[src/verilog/psg_pkg.sv]
package psg_pkg;
  localparam int unsigned CLK_HZ        = 40000000;
  localparam int unsigned NPIN          = 10;
  localparam logic [7:0]  ADR_DIR       = 8'h20;
  localparam logic [7:0]  ADR_DAT       = 8'h22;
  localparam logic [7:0]  ADR_INMODE    = 8'h24;
  localparam logic [7:0]  ADR_INTEN     = 8'h26;
  localparam logic [7:0]  ADR_EDGE      = 8'h28;
  localparam logic [7:0]  ADR_INTSTAT   = 8'h2a;
  localparam logic [7:0]  ADR_OUTMODE   = 8'h2c;
  localparam logic [7:0]  ADR_FUNC      = 8'h2e;
  localparam logic [7:0]  ADR_PINOFF    = 8'h30;
  localparam logic [7:0]  ADR_PSTATE    = 8'h31;
  localparam logic [7:0]  ADR_SYSCTL    = 8'h32;
  localparam logic [10:0] EDGE_RST      = 11'h7fe;
  localparam logic [10:0] ZERO_RST      = 11'h000;
  localparam logic [10:0] OD_ONLY_MASK  = 11'h02e;
  localparam int unsigned PST_ON_BIT    = 0;
  localparam int unsigned PST_SHORT_BIT = 1;
  localparam int unsigned PST_MED_BIT   = 2;
  localparam int unsigned PST_MSEL_LSB  = 4;
  localparam int unsigned SHORT_MS      = 100;
  localparam int unsigned MED_BASE_S    = 2;
  localparam int unsigned LONG_S        = 15;
  localparam int unsigned UC_RST_MS     = 4;
  localparam int unsigned MS_CYC        = CLK_HZ / 1000;
  localparam int unsigned SHORT_CYC     = SHORT_MS * MS_CYC;
  localparam int unsigned UC_RST_CYC    = UC_RST_MS * MS_CYC;
  localparam int unsigned SEC_CYC       = CLK_HZ;
  localparam int unsigned LONG_CYC      = LONG_S * SEC_CYC;
  typedef enum logic [1:0] {
    PSG_OFF   = 2'b00,
    PSG_CKON  = 2'b01,
    PSG_ON    = 2'b10
  } psg_pwr_t;
endpackage

[src/verilog/psg_switch_det.sv]
`timescale 1ns/10ps
module psg_switch_det #(
  parameter int unsigned SHORT_CYC = psg_pkg::SHORT_CYC,
  parameter int unsigned SEC_CYC   = psg_pkg::SEC_CYC,
  parameter int unsigned LONG_CYC  = psg_pkg::LONG_CYC
) (
  input  wire logic       sys_clk,
  input  wire logic       rst,
  input  wire logic       pressed,
  input  wire logic [1:0] med_sel,
  output logic            short_evt,
  output logic            med_evt,
  output logic            long_evt
);
  typedef struct packed {
    logic [31:0] cnt;
    logic        prev;
    logic        long_done;
    logic        s_e;
    logic        m_e;
    logic        l_e;
  } psg_sw_st_t;
  psg_sw_st_t st_r;
  psg_sw_st_t st_nxt;
  logic [31:0] med_cyc;
  always_comb begin
    med_cyc = 32'(SEC_CYC) * (32'(psg_pkg::MED_BASE_S) + {30'h0, med_sel});
    st_nxt = st_r;
    st_nxt.s_e = 1'b0;
    st_nxt.m_e = 1'b0;
    st_nxt.l_e = 1'b0;
    st_nxt.prev = pressed;
    if (pressed) begin
      if (!st_r.long_done) begin
        st_nxt.cnt = st_r.cnt + 32'h1;
      end
      if (!st_r.long_done && st_r.cnt >= 32'(LONG_CYC) - 32'h1) begin
        st_nxt.l_e = 1'b1;
        st_nxt.long_done = 1'b1;
      end
    end else begin
      if (st_r.prev && !st_r.long_done) begin
        if (st_r.cnt >= med_cyc) begin
          st_nxt.m_e = 1'b1;
        end else if (st_r.cnt > 32'(SHORT_CYC)) begin
          st_nxt.s_e = 1'b1;
        end
      end
      st_nxt.cnt = 32'h0;
      st_nxt.long_done = 1'b0;
    end
  end
  always_ff @(posedge sys_clk or posedge rst) begin
    if (rst) begin
      st_r <= '0;
    end else begin
      st_r <= st_nxt;
    end
  end
  assign short_evt = st_r.s_e;
  assign med_evt   = st_r.m_e;
  assign long_evt  = st_r.l_e;
  long_once_a: assert property (@(posedge sys_clk) disable iff (rst)
    long_evt |=> !long_evt) else $error("long event repeated");
endmodule

[src/verilog/psg_pin_sync.sv]
`timescale 1ns/10ps
module psg_pin_sync #(
  parameter int unsigned W = 11
) (
  input  wire logic         sys_clk,
  input  wire logic         rst,
  input  wire logic [W-1:0] din,
  output logic [W-1:0]      dout
);
  typedef struct packed {
    logic [W-1:0] s1;
    logic [W-1:0] s2;
  } psg_sync_st_t;
  psg_sync_st_t st_r;
  psg_sync_st_t st_nxt;
  always_comb begin
    st_nxt.s1 = din;
    st_nxt.s2 = st_r.s1;
  end
  always_ff @(posedge sys_clk or posedge rst) begin
    if (rst) begin
      st_r <= '0;
    end else begin
      st_r <= st_nxt;
    end
  end
  assign dout = st_r.s2;
endmodule

[src/verilog/psg_power_gpio.sv]
// Behaviour
// Reset returns all logic, settles off
// Off state keeps supplies powered down
// Button or adapter wakes to on
// Pending interrupt sets on flag, clockgen power
// Microcontroller reset released 4ms later
// Firmware checks external program present flag
// Firmware clears interrupt then sleeps
// System reset output open-drain active low
// Press over 100ms gives short event
// Release after 2..5s gives medium event
// Hold over 15s resets, forces off
// Switch events visible in state register
// Pin-off bit zero selects general purpose
// Function bit selects special function
// Pins 4,6..10 push-pull optional
// Output follows data, read returns written
// Level input tracks pin, writes ignored
// Edge input sets data until cleared
// Interrupts always on rising edge, falling edge if selected
// Edge sets status, enable gates request
// Write one clears status bit
// Edge select resets to both edges
// Direction bits 10:1, one is output
// Inputs pass two-flop synchroniser
// Request is OR of enabled status
//
// The plain strobed port and the register offsets were chosen for this implementation.
`timescale 1ns/10ps
module psg_power_gpio #(
  parameter int unsigned SHORT_CYC  = psg_pkg::SHORT_CYC,
  parameter int unsigned SEC_CYC    = psg_pkg::SEC_CYC,
  parameter int unsigned LONG_CYC   = psg_pkg::LONG_CYC,
  parameter int unsigned UC_RST_CYC = psg_pkg::UC_RST_CYC
) (
  input  wire logic        sys_clk,
  input  wire logic        rst,
  input  wire logic [7:0]  addr,
  input  wire logic [15:0] wdata,
  input  wire logic        wr,
  input  wire logic        rd,
  output logic [15:0]      rdata,
  input  wire logic        switch_detect_input,
  input  wire logic        adapter_insert,
  input  wire logic        uc_irq_pending,
  input  wire logic        fw_sys_reset,
  input  wire logic        external_program_present,
  output logic             external_program_flag,
  output logic             clockgen_supply_low,
  output logic             microcontroller_supply,
  output logic             uc_reset,
  output logic             regulators_enable,
  output logic             sys_reset_o,
  output logic             sys_reset_oe_n,
  output logic             switch_event_output,
  input  wire logic [10:1] pin_i,
  output logic [10:1]      pin_o,
  output logic [10:1]      pin_oe_n,
  input  wire logic [10:1] special_out,
  output logic [10:1]      touch_sel,
  output logic             pin_irq
);
  typedef struct packed {
    psg_pkg::psg_pwr_t pwr;
    logic [31:0]       tmr;
    logic [10:0]       dir;
    logic [10:0]       dat;
    logic [10:0]       inmode;
    logic [10:0]       inten;
    logic [10:0]       edge_sel;
    logic [10:0]       stat;
    logic [10:0]       outmode;
    logic [10:0]       func;
    logic [10:0]       pinoff;
    logic              short_f;
    logic              med_f;
    logic [1:0]        med_sel;
    logic              sysrst;
    logic              prev_btn;
    logic [10:1]       prev_pin;
    logic [1:0]        arm;
    logic [15:0]       rdata;
    logic [10:1]       po;
    logic [10:1]       poe_n;
  } psg_st_t;
  psg_st_t st_r;
  psg_st_t st_nxt;
  logic [10:1] pin_s;
  logic        btn_s;
  logic        short_evt;
  logic        med_evt;
  logic        long_evt;
  logic [10:0] rise;
  logic [10:0] fall;
  logic [10:0] edg;
  logic [10:0] wclr;
  psg_pin_sync #(.W(11)) u_sync (
    .sys_clk (sys_clk),
    .rst     (rst),
    .din     ({pin_i, switch_detect_input}),
    .dout    ({pin_s, btn_s})
  );
  psg_switch_det #(
    .SHORT_CYC (SHORT_CYC),
    .SEC_CYC   (SEC_CYC),
    .LONG_CYC  (LONG_CYC)
  ) u_sw (
    .sys_clk   (sys_clk),
    .rst       (rst),
    .pressed   (btn_s),
    .med_sel   (st_r.med_sel),
    .short_evt (short_evt),
    .med_evt   (med_evt),
    .long_evt  (long_evt)
  );
  always_comb begin
    rise = {pin_s & ~st_r.prev_pin, 1'b0};
    fall = {~pin_s & st_r.prev_pin, 1'b0};
    // Edges are ignored until the synchroniser and the previous-level copy hold real pin levels
    edg  = (rise | (fall & st_r.edge_sel)) & {11{st_r.arm == 2'h3}};
    wclr = 11'h0;
    st_nxt = st_r;
    if (st_r.arm != 2'h3) begin
      st_nxt.arm = st_r.arm + 2'h1;
    end
    st_nxt.prev_btn = btn_s;
    st_nxt.prev_pin = pin_s;
    st_nxt.rdata = 16'h0;
    // Register writes
    if (wr) begin
      case (addr)
        psg_pkg::ADR_DIR:     st_nxt.dir = {wdata[10:1], 1'b0};
        psg_pkg::ADR_INMODE:  st_nxt.inmode = {wdata[10:1], 1'b0};
        psg_pkg::ADR_INTEN:   st_nxt.inten = {wdata[10:1], 1'b0};
        psg_pkg::ADR_EDGE:    st_nxt.edge_sel = {wdata[10:1], 1'b0};
        psg_pkg::ADR_INTSTAT: wclr = {wdata[10:1], 1'b0};
        psg_pkg::ADR_OUTMODE: st_nxt.outmode = {wdata[10:1], 1'b0};
        psg_pkg::ADR_FUNC:    st_nxt.func = {wdata[10:1], 1'b0};
        psg_pkg::ADR_PINOFF:  st_nxt.pinoff = {wdata[10:1], 1'b0};
        psg_pkg::ADR_SYSCTL:  st_nxt.sysrst = wdata[0];
        psg_pkg::ADR_PSTATE: begin
          st_nxt.med_sel = wdata[psg_pkg::PST_MSEL_LSB +: 2];
          if (wdata[psg_pkg::PST_SHORT_BIT]) begin
            st_nxt.short_f = 1'b0;
          end
          if (wdata[psg_pkg::PST_MED_BIT]) begin
            st_nxt.med_f = 1'b0;
          end
        end
        default: ;
      endcase
    end
    // Data bits per pin mode
    for (int i = 1; i <= 10; i++) begin
      if (st_r.dir[i]) begin
        if (wr && addr == psg_pkg::ADR_DAT) begin
          st_nxt.dat[i] = wdata[i];
        end
      end else if (!st_r.inmode[i]) begin
        st_nxt.dat[i] = pin_s[i];
      end else begin
        if (wr && addr == psg_pkg::ADR_DAT && !wdata[i]) begin
          st_nxt.dat[i] = 1'b0;
        end
        if (edg[i]) begin
          st_nxt.dat[i] = 1'b1;
        end
      end
    end
    st_nxt.stat = (st_r.stat & ~wclr) | (edg & ~st_r.dir);
    if (short_evt) begin
      st_nxt.short_f = 1'b1;
    end
    if (med_evt) begin
      st_nxt.med_f = 1'b1;
    end
    // Power sequencing
    st_nxt.tmr = 32'h0;
    case (st_r.pwr)
      psg_pkg::PSG_OFF: begin
        if (short_evt || adapter_insert || uc_irq_pending) begin
          st_nxt.pwr = psg_pkg::PSG_CKON;
        end
      end
      psg_pkg::PSG_CKON: begin
        st_nxt.tmr = st_r.tmr + 32'h1;
        if (st_r.tmr >= 32'(UC_RST_CYC) - 32'h1) begin
          st_nxt.pwr = psg_pkg::PSG_ON;
        end
      end
      psg_pkg::PSG_ON: ;
      default: st_nxt.pwr = psg_pkg::PSG_OFF;
    endcase
    if (long_evt) begin
      st_nxt.pwr = psg_pkg::PSG_OFF;
      st_nxt.sysrst = 1'b0;
    end
    // Read data
    if (rd) begin
      case (addr)
        psg_pkg::ADR_DIR:     st_nxt.rdata = {5'h0, st_r.dir};
        psg_pkg::ADR_DAT:     st_nxt.rdata = {5'h0, st_r.dat};
        psg_pkg::ADR_INMODE:  st_nxt.rdata = {5'h0, st_r.inmode};
        psg_pkg::ADR_INTEN:   st_nxt.rdata = {5'h0, st_r.inten};
        psg_pkg::ADR_EDGE:    st_nxt.rdata = {5'h0, st_r.edge_sel};
        psg_pkg::ADR_INTSTAT: st_nxt.rdata = {5'h0, st_r.stat};
        psg_pkg::ADR_OUTMODE: st_nxt.rdata = {5'h0, st_r.outmode};
        psg_pkg::ADR_FUNC:    st_nxt.rdata = {5'h0, st_r.func};
        psg_pkg::ADR_PINOFF:  st_nxt.rdata = {5'h0, st_r.pinoff};
        psg_pkg::ADR_SYSCTL:  st_nxt.rdata = {15'h0, st_r.sysrst};
        psg_pkg::ADR_PSTATE:  st_nxt.rdata = {10'h0, st_r.med_sel, 1'b0, st_r.med_f,
                                              st_r.short_f, st_r.pwr != psg_pkg::PSG_OFF};
        default:              st_nxt.rdata = 16'h0;
      endcase
    end
    // Pin drivers
    for (int i = 1; i <= 10; i++) begin
      st_nxt.po[i] = 1'b0;
      st_nxt.poe_n[i] = 1'b1;
      if (!st_r.pinoff[i]) begin
        if (st_r.func[i]) begin
          st_nxt.po[i] = 1'b0;
          st_nxt.poe_n[i] = special_out[i];
        end else if (st_r.dir[i]) begin
          if (st_r.outmode[i] && !psg_pkg::OD_ONLY_MASK[i]) begin
            st_nxt.po[i] = st_r.dat[i];
            st_nxt.poe_n[i] = 1'b0;
          end else begin
            st_nxt.po[i] = 1'b0;
            st_nxt.poe_n[i] = st_r.dat[i];
          end
        end
      end
    end
  end
  always_ff @(posedge sys_clk or posedge rst) begin
    if (rst) begin
      st_r <= '0;
      st_r.pwr <= psg_pkg::PSG_OFF;
      st_r.edge_sel <= psg_pkg::EDGE_RST;
      st_r.poe_n <= '1;
    end else begin
      st_r <= st_nxt;
    end
  end
  assign rdata = st_r.rdata;
  assign clockgen_supply_low = st_r.pwr != psg_pkg::PSG_OFF;
  assign microcontroller_supply = st_r.pwr != psg_pkg::PSG_OFF;
  assign uc_reset = st_r.pwr != psg_pkg::PSG_ON;
  assign regulators_enable = st_r.pwr == psg_pkg::PSG_ON;
  assign external_program_flag = external_program_present;
  assign sys_reset_o = 1'b0;
  assign sys_reset_oe_n = !(st_r.sysrst && fw_sys_reset) && st_r.pwr != psg_pkg::PSG_OFF;
  assign switch_event_output = st_r.short_f | st_r.med_f;
  assign touch_sel = st_r.pinoff[10:1];
  assign pin_o = st_r.po;
  assign pin_oe_n = st_r.poe_n;
  assign pin_irq = |(st_r.stat & st_r.inten);
  uc_release_a: assert property (@(posedge sys_clk) disable iff (rst)
    $rose(st_r.pwr == psg_pkg::PSG_CKON) |-> uc_reset [*8]) else $error("early release");
  stat_set_a: assert property (@(posedge sys_clk) disable iff (rst)
    (edg[1] && !st_r.dir[1]) |=> st_r.stat[1]) else $error("edge lost");
  stat_clr_a: assert property (@(posedge sys_clk) disable iff (rst)
    (wr && addr == psg_pkg::ADR_INTSTAT && wdata[2] && !edg[2]) |=> !st_r.stat[2])
    else $error("clear failed");
  level_trk_a: assert property (@(posedge sys_clk) disable iff (rst)
    (!st_r.dir[3] && !st_r.inmode[3]) |=> st_r.dat[3] == $past(pin_s[3]))
    else $error("level not tracked");
  edge_hold_a: assert property (@(posedge sys_clk) disable iff (rst)
    (!st_r.dir[4] && st_r.inmode[4] && st_r.dat[4] && !(wr && addr == psg_pkg::ADR_DAT))
    |=> st_r.dat[4]) else $error("edge data dropped");
  irq_or_a: assert property (@(posedge sys_clk) disable iff (rst)
    pin_irq == |(st_r.stat & st_r.inten)) else $error("irq mismatch");
  od_only_a: assert property (@(posedge sys_clk) disable iff (rst)
    !st_r.pinoff[1] ##1 1'b1 |-> pin_o[1] == 1'b0) else $error("pin1 driven high");
  long_off_a: assert property (@(posedge sys_clk) disable iff (rst)
    long_evt |=> st_r.pwr == psg_pkg::PSG_OFF) else $error("not off");
  wake_c: cover property (@(posedge sys_clk) st_r.pwr == psg_pkg::PSG_ON);
  irq_c: cover property (@(posedge sys_clk) pin_irq);
  short_c: cover property (@(posedge sys_clk) short_evt);
endmodule

[config.mk]
export PLATFORM = sky130hd
export DESIGN_NAME = psg_power_gpio
export DESIGN_NICKNAME = d
export VERILOG_FILES = /design/src/verilog/psg_pkg.sv /design/src/verilog/psg_switch_det.sv /design/src/verilog/psg_pin_sync.sv /design/src/verilog/psg_power_gpio.sv
export SDC_FILE = /design/constraint.sdc
export NUM_CORES = 1
export LEC_CHECK = 0
export ABC_AREA = 1
export BUFFER_PORTS_ARGS = -buffer_cell sky130_fd_sc_hd__buf_2
export CAP_MARGIN = 15
export CORE_UTILIZATION = 50
export DETAILED_ROUTE_END_ITERATION = 8
export GPL_TIMING_DRIVEN = 0
export PLACE_DENSITY = 0.72
export SLEW_MARGIN = 20
export SYNTH_ARGS = -nofsm -noshare
export SYNTH_HDL_FRONTEND = slang
export SYNTH_SLANG_ARGS = --single-unit
[constraint.sdc]
create_clock -name sys_clk -period 11.3 [get_ports sys_clk]
set_clock_uncertainty 0.1 [all_clocks]
set_input_delay 3.39 -clock sys_clk [delete_from_list [all_inputs] [get_ports sys_clk]]
set_output_delay 3.39 -clock sys_clk [all_outputs]
set_load 0.03 [all_outputs]
==> impl_metrics.py <==
metrics = {
    "placement": {
        "dp_worst_setup_slack_ns": 3.998,
        "hpwlAfterDp_um": 25290,
        "dp_cells": 2121,
        "placement.io_buffers": 91,
        "place_congestion": 0.9275,
    },
    "logic_synthesis": {
        "syn_inst": 1695,
        "synth-edff-count": 0,
        "yosysTopAreaCell": "dfrtp_1",
        "syn_avg_cell_area_um2": 7.485,
        "synthAdderAreaFrac": 0.02860,
        "synth-simple-area-share": 0.3036,
        "synth_area_leaders": "dfrtp_1 41%, nand2_1 12%, nor2_1 6.5%",
        "synth_seq_cells": 227,
        "seq_area_frac_synth": 0.4497,
        "ys_warn_count": 0,
        "synth_cell_types": 48,
        "async_reset_ff_frac": 1.000,
        "syn-cell-area_um2": 12690,
        "synth_top_area_share": 0.4083,
        "synth_top_family_by_area": "simple AND/OR/NAND/NOR gates",
        "synth_compound_area_frac": 0.1097,
        "muxShareOfSynthArea": 0.001775,
        "synth_xor_area_frac": 0.006903,
        "ys.flop_type": "dfrtp_1",
    },
    "grt": {
        "grt_pass1_wl_um": 57010,
        "grt_pass1_vias": 11040,
        "antenna_found_initial": 0,
        "grt_start_max_net_pins": 92,
        "grt.overflow.total": 0,
        "grtUsageTotal": 0.2753,
    },
    "layout": {
        "finalNetCount": 1906,
        "instances_no_fill": 2167,
        "final_common_cell": "nand2_1",
        "n_antenna_cell": 0,
        "fillers": 2296,
        "drive_above_1_share": 0.1546,
        "layout_common_cells": "416 x nand2_1, 219 x nor2_1, 207 x dfrtp_1, 173 x inv_1, 156 x nand3_1",
        "syn_to_final_growth_pct": 14.19,
    },
    "sta": {
        "relSlewSlack": 0.3774,
        "setup_tns_ns": 0,
        "setup_slack_ns": 4.000,
        "slew_viol_final": 0,
        "rsz0062_at_grt": "no",
        "finalCritPeriodShare": 0.6460,
        "worst_pin_slew_ns": 0.9339,
        "fin_crit_ns": 7.300,
        "setup_viol": 0,
        "max_freq_mhz": 137.0,
        "finalHoldViolations": 0,
    },
    "floorplanning": {
        "rows": 57,
        "initial_core_util": 0.5156,
        "dieArea_um2": 26020,
        "die_height_um": 161.3,
        "ios": 108,
        "placeableCoreArea_um2": 24600,
        "fp.dieW_um": 161.3,
    },
    "clock_network": {
        "clk_path_buf_depth": 3,
        "cts.sinks": 227,
        "postCtsSetupBuffers": 0,
        "clkLatencyLatePin_ns": 0.53,
        "cts_tree": "yes",
        "cts_buffers": 25,
        "cts_hold_buf": 0,
        "cts_resized": 0,
        "cts_root_buffer": "clkbuf_16",
        "path_clk_slew_ns": 0.06,
        "cts_max_level": 1,
    },
    "critical_path": {
        "critical_path_class": "in -> out",
        "worst_ep_required_time_ns": 7.81,
        "cp_max_fo": 1,
        "critical_path.endpoint_type": "primary output",
        "start_kind": "input pin",
        "cp.arrival_ns": 3.81,
    },
    "hold_path": {
        "hold_class": "reg -> reg",
    },
    "pwr": {
        "power_leakage_nw": 6.968,
        "p_total_mw": 1.972,
        "powerDensity_nw_per_um2": 136.1,
        "peakVddDrop_v": 0.0001135,
    },
    "job": {
        "drv_cap": 0,
    },
    "route": {
        "avgViaCountPerCell": 5.427,
        "drtAntennaViolNets": 0,
        "wl_per_cell_um": 16.16,
        "wl_um": 35020,
        "drt_iter0_drc": 1283,
        "remaining_drc_errors": 0,
        "dr.pass1.iters": 6,
        "vias": 11760,
    },
    "outcome": {
        "status": "finished, final reports clean",
    },
}
cell usage after synthesis, types with 20 or more instances:
| cell type | number |
|---|---|
| nand3_1 | 156 |
| dfstp_2 | 20 |
| nor3_1 | 31 |
| dfrtp_1 | 207 |
| a21oi_1 | 61 |
| nor2_1 | 219 |
| ha_1 | 29 |
| inv_1 | 174 |
| buf_4 | 55 |
| o21ai_0 | 153 |
| nand4_1 | 22 |
| nand2_1 | 416 |
logic make-up after synthesis:
logic type,count (synthesis)
other,1
xor gates and xnor gates,10
AOI/OAI and AO/OA,260
DFF,227
buffers and inverters,271
and+or+nand+nor,895
adders and majority gates,29
muxes,2
where the power goes:
part	switching, mW	total, mW	internal (mW)	leakage (nW)
Clock	0.335	0.834	0.499	0.421
Sequential	0.0326	0.889	0.856	2.83
Combinational	0.173	0.249	0.0755	3.72
layer usage:
layer	global-route usage	routed length, um	share of wire
met2	0.4134	14960	0.43
met3	0.04751	3241	0.093
met1	0.4004	15630	0.45
met5	0	0	0
met4	0.09648	1189	0.034
final timing paths:
check,from,endpoint,slack (ns),depth (start not counted)
max in group asynchronous,rst,st_r[108],7.11,4
worst max register to register,st_r[51],u_sw.short_evt,8.66,16
worst min register to register,u_sync.st_nxt[5],u_sync.dout[5],0.25,0
worst max-delay path,fw_sys_reset,sys_reset_oe_n,4.00,3
min in group asynchronous,rst,st_r[154],2.77,2
worst min-delay path,u_sync.st_nxt[5],u_sync.dout[5],0.25,0
layout make-up:
cell class | count | area (um2) | area share
repair buffers | 93 | 510.5 | 0.03524
inverters | 178 | 675.6 | 0.04664
clock inverters | 9 | 102.6 | 0.007082
plain buffers | 93 | 593.1 | 0.04094
clock buffers | 37 | 740.7 | 0.05113
multi-input cells | 1206 | 5754 | 0.3972
flip-flops and latches | 227 | 5705 | 0.3938
well taps | 324 | 405.4 | 0.02798
flip-flops by register name, indices dropped and copies added (netlist names):
| signal | count |
|---|---|
| st_r | 131 |
| u_sw.st_r | 34 |
| rdata | 11 |
| u_sync.dout | 11 |
| u_sync.st_nxt | 11 |
| pin_oe_n | 10 |
| touch_sel | 10 |
| pin_o | 6 |
| u_sw.long_evt | 1 |
| u_sw.med_evt | 1 |
| u_sw.short_evt | 1 |
critical path: stages:
cell and delay (ns):
buf_2 0.10, a21oi_1 0.12, buf_2 0.20
stage by stage:
| stage | cell area, um2 | utilization | hold WS, ns |
|---|---|---|---|
| after global placement | 13580 | 0.5520 | 0.2318 |
| after global routing | 14490 | 0.5888 | 0.2530 |
| after CTS | 14490 | 0.5888 | 0.2492 |
| after floorplan | 12720 | - | 0.2312 |
| after detailed placement | 13640 | 0.5545 | 0.2347 |
| final | 14490 | 0.5888 | 0.2467 |
Power figures use the tool's default switching activity.
